--- config.mk ---
export PLATFORM = sky130hd
export DESIGN_NAME = cso_clock_source
export DESIGN_NICKNAME = d
export VERILOG_FILES = /design/src/hw/cso_pkg.sv /design/src/hw/cso_clock_source.sv
export VERILOG_INCLUDE_DIRS = /design/src /design/src/hw
export SDC_FILE = /design/constraint.sdc
export NUM_CORES = 1
export LEC_CHECK = 0
export BUFFER_PORTS_ARGS = -buffer_cell sky130_fd_sc_hd__clkbuf_2
export CAP_MARGIN = 20
export CORE_MARGIN = 3
export CORE_UTILIZATION = 45
export CTS_BUF_LIST = sky130_fd_sc_hd__clkbuf_4 sky130_fd_sc_hd__clkbuf_8 sky130_fd_sc_hd__clkbuf_16
export CTS_CLUSTER_DIAMETER = 50
export DETAILED_ROUTE_END_ITERATION = 6
export GPL_TIMING_DRIVEN = 0
export PLACE_DENSITY = 0.73
export SLEW_MARGIN = 20
export SYNTH_ARGS = -nofsm -noshare
export SYNTH_HDL_FRONTEND = slang
export SYNTH_SLANG_ARGS = --single-unit
--- constraint.sdc ---
create_clock -name pclk -period 2.46 [get_ports pclk]
set_input_delay 0.492 -clock pclk [delete_from_list [all_inputs] [get_ports pclk]]
set_output_delay 0.492 -clock pclk [all_outputs]
set_load 0.005 [all_outputs]
--- src/hw/cso_defs.svh ---
// Purpose: Offsets, field positions, reset values and counts for the clock source block
// Assumes: APB with 32-bit data, one register per aligned word
// Notes: Byte address of a register is four times its index
`ifndef CSO_DEFS_SVH
`define CSO_DEFS_SVH

`define CSO_IDX_CLKS 8'h39
`define CSO_IDX_PLL 8'h3A
`define CSO_IDX_OSC 8'h3B
`define CSO_IDX_WRITE_PROTECT 8'h3C
`define CSO_IDX_IFLG 8'h3D
`define CSO_IDX_IMSK 8'h3E
`define CSO_IDX_STAT 8'h3F

`define CSO_CLKS_SYSSEL 7
`define CSO_CLKS_RUNSTOP 6
`define CSO_CLKS_RTIPSE 3
`define CSO_CLKS_WDPSE 2
`define CSO_CLKS_RTISEL 1
`define CSO_CLKS_WDSEL 0
`define CSO_CLKS_RST 8'h80
`define CSO_PLL_FM_LO 4
`define CSO_PLL_RST 2'h0
`define CSO_OSC_EN 0
`define CSO_WRITE_PROTECT_BIT 0
`define CSO_FLG_OSCFLT 0
`define CSO_FLG_LOCKCHG 1

`define CSO_PIN_OSC 0
`define CSO_PIN_PLL 1
`define CSO_PIN_RC 2
`define CSO_PIN_LOCK 3

`define CSO_FILT_CYC 3
`define CSO_UP_EDGES 64
`define CSO_NOISE_LIMIT 4

`endif

--- src/hw/cso_pkg.sv ---
// Purpose: Types shared by the clock source block
// Assumes: Constants come from cso_defs.svh
// Notes: All module state is one packed struct
package cso_pkg;

    typedef struct packed {
        logic psel;
        logic penable;
        logic pwrite;
        logic [11:0] paddr;
        logic [31:0] pwdata;
    } cso_apb_req_t;

    typedef struct packed {
        logic tick;
        logic restart;
    } cso_tmr_t;

    typedef struct packed {
        logic [3:0] s1;
        logic [3:0] s2;
        logic pll_d;
        logic rc_d;
        logic osc_f;
        logic osc_fd;
        logic [3:0] filt_cnt;
        logic [3:0] spike_cnt;
        logic [7:0] up_cnt;
        logic osc_up;
        logic lock;
        logic lock_hold;
        logic sysel;
        logic run_stop;
        logic rti_pse;
        logic wd_pse;
        logic rti_sel;
        logic wd_sel;
        logic [1:0] pll_fm;
        logic external_osc_enable;
        logic write_protect;
        logic [1:0] flags;
        logic [1:0] mask;
        logic fstop;
        logic osc_run;
        logic cur_src;
        logic bus_clk;
        logic rti_tick;
        logic rti_rst;
        logic wd_tick;
        logic wd_rst;
        logic pready;
        logic pslverr;
        logic [31:0] prdata;
        logic [1:0] rd_iflg;
        logic irq;
    } cso_state_t;

endpackage

--- src/hw/cso_clock_source.sv ---
// Purpose: Clock source selection, oscillator supervision and timer clock gating
// Assumes: Clock pins are sampled in the pclk domain; stop_req comes from pclk logic
// Notes: Derived clocks are registered toggles of sampled source edges
//
// Functional notes
// - Source select 1 gives PLL clock halved; 0 with oscillator up gives oscillator halved.
// - Source select clears only with oscillator up; forced to 1 otherwise.
// - Entering full stop sets the source select back to PLL.
// - Run-in-stop 0 stops oscillator during stop; 1 keeps it running.
// - REAL_TIME_INTERRUPT_TIMER runs in pseudo stop only if enabled and on oscillator; else frozen.
// - Watchdog runs in pseudo stop only if enabled and on oscillator; else frozen.
// - REAL_TIME_INTERRUPT_TIMER clock is RC when select 0, oscillator when 1; change restarts period.
// - REAL_TIME_INTERRUPT_TIMER select sets only with oscillator up; cleared when oscillator down.
// - Watchdog clock is RC or oscillator by select; change restarts period.
// - Watchdog select sets only with oscillator up; cleared when oscillator down.
// - PLL register writes need protect 0 and source select 1; else ignored.
// - Software enables oscillator, waits for up flag, then selects oscillator.
// - Short spikes are filtered from the oscillator clock before use.
// - Unfilterable noise clears up and lock, sets fault and lock-change flags.
//
// Design decision made here: the APB interface to the registers.
`timescale 1ns/1ps
`include "cso_defs.svh"

module cso_clock_source
    import cso_pkg::*;
#(
    parameter int FILT_CYC = `CSO_FILT_CYC,
    parameter int UP_EDGES = `CSO_UP_EDGES,
    parameter int NOISE_LIMIT = `CSO_NOISE_LIMIT
)
(
    input wire logic pclk,
    input wire logic presetn,
    input cso_apb_req_t apb_req,
    output logic [31:0] prdata,
    output logic pready,
    output logic pslverr,
    input wire logic stop_req,
    input wire logic [3:0] clk_pins,
    output logic sys_clk,
    output logic osc_run,
    output logic osc_up,
    output logic [1:0] pll_freq_mod,
    output cso_tmr_t rti_ctl,
    output cso_tmr_t wdog_ctl,
    output logic irq
);

    if (FILT_CYC < 2 || FILT_CYC > 15)
    begin : g_bad_filt
        $error("FILT_CYC out of range");
    end
    if (UP_EDGES < 1 || UP_EDGES > 255)
    begin : g_bad_up
        $error("UP_EDGES out of range");
    end
    if (NOISE_LIMIT < 1 || NOISE_LIMIT > 15)
    begin : g_bad_noise
        $error("NOISE_LIMIT out of range");
    end

    function automatic logic addr_is(input logic [11:0] a, input logic [7:0] idx);
        addr_is = (a == {2'b00, idx, 2'b00});
    endfunction

    cso_state_t st_ff;
    cso_state_t nxt_st;
    logic pll_rise;
    logic rc_rise;
    logic osc_rise;
    logic spike;
    logic fault;
    logic full_stop;
    logic pseudo_stop;
    logic src_edge;
    logic setup;
    logic acc;
    logic hit;
    logic [1:0] clr;
    logic [1:0] ev;

    always_comb
    begin
        nxt_st = st_ff;
        // First stage feeds only the second stage
        nxt_st.s1 = clk_pins;
        nxt_st.s2 = st_ff.s1;
        pll_rise = st_ff.s2[`CSO_PIN_PLL] && !st_ff.pll_d;
        rc_rise = st_ff.s2[`CSO_PIN_RC] && !st_ff.rc_d;
        nxt_st.pll_d = st_ff.s2[`CSO_PIN_PLL];
        nxt_st.rc_d = st_ff.s2[`CSO_PIN_RC];

        // A level must hold FILT_CYC samples to pass; shorter pulses count as spikes
        spike = 1'b0;
        if (st_ff.s2[`CSO_PIN_OSC] != st_ff.osc_f)
        begin
            if (st_ff.filt_cnt == 4'(FILT_CYC - 1))
            begin
                nxt_st.osc_f = st_ff.s2[`CSO_PIN_OSC];
                nxt_st.filt_cnt = 4'h0;
            end
            else
            begin
                nxt_st.filt_cnt = st_ff.filt_cnt + 4'h1;
            end
        end
        else if (st_ff.filt_cnt != 4'h0)
        begin
            spike = 1'b1;
            nxt_st.filt_cnt = 4'h0;
        end
        nxt_st.osc_fd = st_ff.osc_f;
        osc_rise = st_ff.osc_f && !st_ff.osc_fd;

        // Too many spikes within one oscillator period is treated as severe noise
        fault = spike && (st_ff.spike_cnt == 4'(NOISE_LIMIT - 1));
        if (fault || osc_rise)
        begin
            nxt_st.spike_cnt = 4'h0;
        end
        else if (spike)
        begin
            nxt_st.spike_cnt = st_ff.spike_cnt + 4'h1;
        end

        full_stop = stop_req && !st_ff.run_stop;
        pseudo_stop = stop_req && st_ff.run_stop;
        nxt_st.fstop = full_stop;
        nxt_st.osc_run = st_ff.external_osc_enable && !full_stop;

        if (!st_ff.osc_run || fault)
        begin
            nxt_st.up_cnt = 8'h00;
            nxt_st.osc_up = 1'b0;
        end
        else if (osc_rise && !st_ff.osc_up)
        begin
            nxt_st.up_cnt = st_ff.up_cnt + 8'h01;
            if (st_ff.up_cnt == 8'(UP_EDGES - 1))
            begin
                nxt_st.osc_up = 1'b1;
            end
        end

        if (fault)
        begin
            nxt_st.lock_hold = 1'b1;
        end
        else if (!st_ff.s2[`CSO_PIN_LOCK])
        begin
            nxt_st.lock_hold = 1'b0;
        end
        nxt_st.lock = st_ff.s2[`CSO_PIN_LOCK] && !st_ff.lock_hold && !fault;
        ev = {(nxt_st.lock != st_ff.lock) || fault, fault};

        // APB: zero wait states, data captured in the setup cycle
        setup = apb_req.psel && !apb_req.penable;
        acc = apb_req.psel && apb_req.penable && st_ff.pready;
        hit = addr_is(apb_req.paddr, `CSO_IDX_CLKS) || addr_is(apb_req.paddr, `CSO_IDX_PLL)
            || addr_is(apb_req.paddr, `CSO_IDX_OSC) || addr_is(apb_req.paddr, `CSO_IDX_WRITE_PROTECT)
            || addr_is(apb_req.paddr, `CSO_IDX_IFLG) || addr_is(apb_req.paddr, `CSO_IDX_IMSK)
            || addr_is(apb_req.paddr, `CSO_IDX_STAT);
        nxt_st.pready = setup;
        nxt_st.pslverr = setup && !hit;
        nxt_st.prdata = 32'h0000_0000;
        nxt_st.rd_iflg = 2'b00;
        if (setup)
        begin
            if (addr_is(apb_req.paddr, `CSO_IDX_CLKS))
            begin
                nxt_st.prdata[7:0] = {st_ff.sysel, st_ff.run_stop, 2'b00, st_ff.rti_pse,
                    st_ff.wd_pse, st_ff.rti_sel, st_ff.wd_sel};
            end
            if (addr_is(apb_req.paddr, `CSO_IDX_PLL))
            begin
                nxt_st.prdata[`CSO_PLL_FM_LO +: 2] = st_ff.pll_fm;
            end
            if (addr_is(apb_req.paddr, `CSO_IDX_OSC))
            begin
                nxt_st.prdata[`CSO_OSC_EN] = st_ff.external_osc_enable;
            end
            if (addr_is(apb_req.paddr, `CSO_IDX_WRITE_PROTECT))
            begin
                nxt_st.prdata[`CSO_WRITE_PROTECT_BIT] = st_ff.write_protect;
            end
            if (addr_is(apb_req.paddr, `CSO_IDX_IFLG))
            begin
                nxt_st.prdata[1:0] = st_ff.flags;
                nxt_st.rd_iflg = st_ff.flags;
            end
            if (addr_is(apb_req.paddr, `CSO_IDX_IMSK))
            begin
                nxt_st.prdata[1:0] = st_ff.mask;
            end
            if (addr_is(apb_req.paddr, `CSO_IDX_STAT))
            begin
                nxt_st.prdata[1:0] = {st_ff.lock, st_ff.osc_up};
            end
        end

        // Only bits that were reported are cleared, so a new event is never lost
        clr = (acc && !apb_req.pwrite && addr_is(apb_req.paddr, `CSO_IDX_IFLG)) ?
            st_ff.rd_iflg : 2'b00;
        nxt_st.flags = (st_ff.flags & ~clr) | ev;

        if (acc && apb_req.pwrite)
        begin
            if (addr_is(apb_req.paddr, `CSO_IDX_CLKS))
            begin
                nxt_st.run_stop = apb_req.pwdata[`CSO_CLKS_RUNSTOP];
                nxt_st.rti_pse = apb_req.pwdata[`CSO_CLKS_RTIPSE];
                nxt_st.wd_pse = apb_req.pwdata[`CSO_CLKS_WDPSE];
                nxt_st.sysel = apb_req.pwdata[`CSO_CLKS_SYSSEL] || !st_ff.osc_up;
                nxt_st.rti_sel = apb_req.pwdata[`CSO_CLKS_RTISEL] && st_ff.osc_up;
                nxt_st.wd_sel = apb_req.pwdata[`CSO_CLKS_WDSEL] && st_ff.osc_up;
            end
            if (addr_is(apb_req.paddr, `CSO_IDX_PLL) && !st_ff.write_protect && st_ff.sysel)
            begin
                nxt_st.pll_fm = apb_req.pwdata[`CSO_PLL_FM_LO +: 2];
            end
            if (addr_is(apb_req.paddr, `CSO_IDX_OSC))
            begin
                nxt_st.external_osc_enable = apb_req.pwdata[`CSO_OSC_EN];
            end
            if (addr_is(apb_req.paddr, `CSO_IDX_WRITE_PROTECT))
            begin
                nxt_st.write_protect = apb_req.pwdata[`CSO_WRITE_PROTECT_BIT];
            end
            if (addr_is(apb_req.paddr, `CSO_IDX_IMSK))
            begin
                nxt_st.mask = apb_req.pwdata[1:0];
            end
        end

        if (!st_ff.osc_up)
        begin
            nxt_st.sysel = 1'b1;
            nxt_st.rti_sel = 1'b0;
            nxt_st.wd_sel = 1'b0;
        end
        if (full_stop && !st_ff.fstop)
        begin
            nxt_st.sysel = 1'b1;
        end

        // Counters stay outside; withholding ticks freezes them without reset
        nxt_st.rti_tick = (st_ff.rti_sel ? osc_rise : rc_rise)
            && (!stop_req || (pseudo_stop && st_ff.rti_pse && st_ff.rti_sel));
        nxt_st.wd_tick = (st_ff.wd_sel ? osc_rise : rc_rise)
            && (!stop_req || (pseudo_stop && st_ff.wd_pse && st_ff.wd_sel));
        nxt_st.rti_rst = nxt_st.rti_sel != st_ff.rti_sel;
        nxt_st.wd_rst = nxt_st.wd_sel != st_ff.wd_sel;

        // Except from a dead oscillator, switch only at an old-source edge in the low phase: both phases stay whole
        src_edge = st_ff.cur_src ? pll_rise : osc_rise;
        if (!st_ff.cur_src && !st_ff.osc_up)
        begin
            // A dead oscillator gives no edge; a high phase is cut, the low phase kept whole
            if (st_ff.bus_clk)
            begin
                nxt_st.bus_clk = 1'b0;
            end
            else
            begin
                nxt_st.cur_src = 1'b1;
            end
        end
        else if (src_edge)
        begin
            if (st_ff.sysel != st_ff.cur_src && !st_ff.bus_clk)
            begin
                nxt_st.cur_src = st_ff.sysel;
            end
            else if (!stop_req || st_ff.bus_clk)
            begin
                nxt_st.bus_clk = !st_ff.bus_clk;
            end
        end

        nxt_st.irq = |(nxt_st.flags & nxt_st.mask);
    end

    always_ff @(posedge pclk or negedge presetn)
    begin
        if (!presetn)
        begin
            st_ff <= '0;
            st_ff.sysel <= 1'(`CSO_CLKS_RST >> `CSO_CLKS_SYSSEL);
            st_ff.cur_src <= 1'b1;
            st_ff.pll_fm <= `CSO_PLL_RST;
        end
        else
        begin
            st_ff <= nxt_st;
        end
    end

    assign prdata = st_ff.prdata;
    assign pready = st_ff.pready;
    assign pslverr = st_ff.pslverr;
    assign sys_clk = st_ff.bus_clk;
    assign osc_run = st_ff.osc_run;
    assign osc_up = st_ff.osc_up;
    assign pll_freq_mod = st_ff.pll_fm;
    assign rti_ctl = '{tick: st_ff.rti_tick, restart: st_ff.rti_rst};
    assign wdog_ctl = '{tick: st_ff.wd_tick, restart: st_ff.wd_rst};
    assign irq = st_ff.irq;
endmodule // cso_clock_source

# Yosys cells after proc, flatten, opt, wreduce, memory -nomap -nowiden
# Index checks and enable logic that the tools add are counted.
[word_totals]
out_inout_bits = 44
ff_bits = 66
elab_cells = 181
[classes]
addsub = 3
reduce_logical = 78
eq_ne = 20
bitwise = 4
n_mux = 40
[ops]
columns = ["op", "n"]
rows = [
  ["equality test 12 x 8 -> 1 bit (second input constant)", 7],
  ["logical AND 1 bit", 30],
  ["two-way mux 4 bit", 6],
  ["two-way mux 10 bit", 2],
  ["two-way mux 2 bit", 10],
  ["two-way mux 1 bit", 18],
  ["two-way mux 9 bit", 2],
  ["zero test 1 bit", 17],
  ["AND reduction 2 bit", 7],
  ["nonzero test 2 bit", 7],
  ["logical OR 1 bit", 13],
  ["adder 4 x 1 -> 4 bit (second input constant)", 2],
  ["adder 8 x 1 -> 8 bit (second input constant)", 1],
  ["equality test 4 x 2 -> 1 bit (second input constant)", 2],
  ["equality test 8 x 6 -> 1 bit (second input constant)", 1],
  ["two-way mux 8 bit", 1],
  ["two-way mux 6 bit", 1],
  ["inequality test 3 x 1 -> 1 bit (second input constant)", 2],
  ["AND reduction 3 bit", 2],
  ["inequality test 1 bit", 5],
  ["bitwise AND 2 bit", 2],
  ["inequality test 2 bit (second input constant)", 2],
  ["nonzero test 4 bit", 1],
  ["inequality test 2 x 1 -> 1 bit (second input constant)", 1],
  ["other kinds (3)", 3],
]

# Depth between registers and ports, before layout
[depth]
ltp_word = 11
mapped_depth = 7
mapped_depth_nobuf = 5

# Worst setup path after synthesis
# Ideal clock, no wire load.
[synth_path]
path_kind = "input port to flip-flop"
startpoint = "input port apb_req[41] (netlist name)"
endpoint = "register st_ff, in the netlist irq"
cell_stages = 4
t_arrival_ns = 2.044
path_buffers = 0
t_required_ns = 2.339
slack_ns = 0.295
cell_sequence = "or4_4 > nor4_1 > mux2_2 > a22o_1"
[synth_lines]
columns = ["item", "line", "source"]
rows = [
  ["from (decl)", "cso_clock_source.sv:35", "input cso_apb_req_t apb_req,"],
  ["to (signal assigned)", "cso_clock_source.sv:295", "st_ff <= nxt_st;"],
  ["to (decl)", "cso_clock_source.sv:67", "cso_state_t st_ff;"],
]

# Worst setup path after layout
[layout_path]
startpoint = "register st_ff, in the netlist nxt_st[78]"
endpoint = "register st_ff, in the netlist osc_up"
[layout_between]
elab_chain_cells = 6
[layout_lines]
columns = ["item", "line", "source"]
rows = [
  ["inequality test 1 bit", "cso_clock_source.sv:96", "if (st_ff.s2[`CSO_PIN_OSC] != st_ff.osc_f)"],
  ["two-way mux 1 bit", "cso_clock_source.sv:96", ""],
  ["logical AND 1 bit", "cso_clock_source.sv:117", "fault = spike && (st_ff.spike_cnt == 4'(NOISE_LIMIT - 1));"],
  ["logical OR 1 bit", "cso_clock_source.sv:132", "if (!st_ff.osc_run || fault)"],
  ["nonzero test 2 bit (no source line)", "-", ""],
  ["AND reduction 2 bit (no source line)", "-", ""],
]
# Several ways; a longest one is shown, not always the timed one.
# A chain may end at the register's enable or synchronous reset.

==> key figures <==
Yosys
  • Top cell type by total area after synthesis: dfrtp_1
  • Synth Warn #: 0
  • Async set-reset flop share out of synthesis: 100%
  • Seq/Total Area, Yosys: 53.5%
  • Synth area leaders: dfrtp_1 52%, buf_4 9.5%, nor2_1 3.2%
  • Mean Syn Cell Area: 10.9 sq um
  • #FFs+latches synth: 66
  • Synth cell count leaders: 64 x dfrtp_1, 39 x buf_4, 26 x nor2_1
  • Count of cell types in the netlist: 48
  • Syn Inst Count: 284
  • Synthesized cell area: 3090 sq um
  • Dominant synthesized flop cell: dfrtp_1
  • Post-synth EDFFs: 0
  • Top-count cell post-synth: dfrtp_1
  • Post-synth top area share: 51.8%

CTS
  • CTS tree: yes
  • Number of buffers created by CTS: 9
  • Clk_lat worst skew: 0.34 ns
  • Reg clk slew, reported paths: 0.07 ns
  • Number of hold buffers added after cts: 0
  • Setup Buffers After CTS: 0
  • H-tree lvl count: 3
  • Max Root-Sink Buffers: 2
  • Sink Count: 66
  • Post_cts resized: 0
  • Clk root buf: clkbuf_8

Die
  • CORE AREA: 6490 sq um
  • DIE AREA: 7900 sq um
  • Ports: 98
  • DIE HEIGHT: 88.9 microns
  • Die X: 88.9 microns
  • Initial core utilization: 47.6%
  • # rows: 29

Placement
  • Port bufs: 49
  • Post-DP HPWL: 4150 microns
  • Routability cong.: 0.837

Finish
  • # fillers: 567
  • Layout cells sized above 1: 33.5%
  • Multi-input logic area: 1190 sq um
  • Ant diodes: 0
  • Register area: 1650 sq um
  • Util after Layout: 58.0%
  • Final nets: 424
  • Syn-to-layout area delta: 22.0%

Global route
  • Largest net degree at the start of global routing: 53
  • Vias in the first global route: 1970
  • First-pass GRT wire length: 9280 microns
  • Initial antenna violation count: 0
  • GRT overflow: 0
  • Gr usage total: 15.5%

Power and ir drop
  • VDD IR-drop max: 0.514 mV
  • Leakage power: 1.90 nW
  • Pwr dens: 697 nW/um^2

Setup path
  • Bufs and invs on worst path: 2
  • WP data arrival: 2.37 ns
  • Cell breakdown of the critical path: xnor2_1, a21boi_1, and3_1, clkbuf_1, nand2b_1, buf_4, nor2_1
  • Worst path required time: 2.69 ns
  • Max incr delay on CP: 0.43 ns
  • Critical path startpoint category: flop
  • Worst setup path category: flop to flop
  • Max FO, Critical Path: 9
  • Cell family with most CP delay: flip-flops
  • Critical Path End Type: flop
  • Max stage delay cell, worst path: dfrtp_1

Routing
  • DRC viols: 0
  • Via/cell ratio: 4.86
  • Routed length per instance: 12.7 microns
  • Drt total wl: 5730 microns
  • Vias: 2185
  • DRT iter0 DRCs: 133
  • DRT Pass-1 Iters: 4
  • Post-DRT Antenna Nets: 0

STA
  • Final setup vio count: 0
  • Fin crit share: 86.8%
  • Final min period: 2.14 ns
  • Pins over their slew limit: 0
  • Clock skew: 0.00748 ns
  • RSZ-0062 raised after global routing: false
  • Slew Limit Headroom: 54.5%
  • Highest clock rate: 468 MHz
  • Final Hold Viols: 0
  • Worst-Margin Slew: 0.682 ns
  • Fin Setup TNS: 0 ns

Job
  • Max cap viols: 0

Min path
  • Hold/Removal Path Class: input pin to asynchronous set/reset pin

Outcome
  • Outcome: finished, final reports clean
==> layout make-up <==
type,instances,share of cell area [%]
repair buffers,50,7.30
well taps,77,2.56
clock buffers,11,3.85
clock inverters,5,2.06
inverters,4,0.398
plain buffers,44,8.30
flip-flops and latches,66,43.9
multi-input cells,193,31.7
==> state kept, by name, indices dropped and copies added (netlist names) <==
name,cells
prdata,8
osc_run,1
nxt_st,7
pslverr,1
rti_ctl,2
sys_clk,1
osc_up,1
irq,1
st_ff,39
wdog_ctl,2
pready,1
pll_freq_mod,2
==> layer usage <==
layer	vias to the layer above	GRT usage (%)	wire length (microns)
met1	1036	20.5	2470
met2	57	24.2	2820
met3	12	3.35	298
met4	0	7.55	140
met5	-	0	0
li1	1080	-	-
==> power by group <==
part	internal (W)	switching, W	total [W]
combinational	0.000169	0.000206	0.000375
clock	0.000606	0.000402	0.00101
sequential	0.00117	0.0000776	0.00124
total	0.00194	0.000685	0.00263
==> kinds of logic after synthesis <==
family                     Yosys count  synth area share (%)
and+or+nand+nor                    106                  18.7
DFF                                 66                  53.5
buffers and inverters               48                  10.6
AOI/OAI and AO/OA                   34                  7.25
xor gates and xnor gates            14                  3.97
muxes                               13                  4.98
adders and majority gates            2                 0.810
other                                1                 0.121
==> stage by stage <==
| step | hold slack (ns) | setup WS [ns] | area [sq um] | instances | total power (W) |
|---|---|---|---|---|---|
| finish | 0.0338 | 0.324 | 3770 | 450 | 0.00263 |
| global route | 0.0391 | 0.148 | 3770 | 450 | 0.00277 |
| CTS | 0.0295 | 0.302 | 3770 | 450 | 0.00266 |
| detailed placement | 0.335 | 0.156 | 3550 | 434 | 0.00164 |
| global placement | 0.332 | 0.151 | 3520 | 433 | 0.00161 |
| floorplan | 0.196 | 0.295 | 3180 | 307 | 0.00151 |
==> path summary, 6_finish.rpt <==
check / startpoint / end / slack, ns / cells after the start
worst max-delay path: nxt_st[78] / osc_up / 0.32 / 7
worst min-delay path: presetn / st_ff[77] / 0.03 / 1
worst max register to register: nxt_st[78] / osc_up / 0.32 / 7
worst min register to register: nxt_st[82] / st_ff[82] / 0.35 / 0
max in group asynchronous: presetn / st_ff[42] / 1.85 / 2
min in group pclk: clk_pins[0] / nxt_st[82] / 0.25 / 1
==> placed cells by master (no fill, tap or decap), types with 3 or more instances in the layout <==
cell type / instances
nor3_1: 5
clkbuf_2: 48
a211oi_1: 3
xnor2_1: 4
nor3b_1: 3
nand4_1: 7
nand3_1: 12
a21oi_1: 6
nand2b_1: 7
xor2_1: 10
nor2_1: 26
buf_4: 39
o21ai_0: 8
inv_1: 4
nand2_1: 18
nor4_1: 4
mux2_2: 7
clkbuf_1: 4
and2_1: 10
mux2i_1: 3
mux2_4: 3
conb_1: 24
a31oi_1: 3
clkbuf_8: 10
a21o_1: 3
dfrtp_1: 64
No activity file was read; power rests on OpenSTA's default activity.
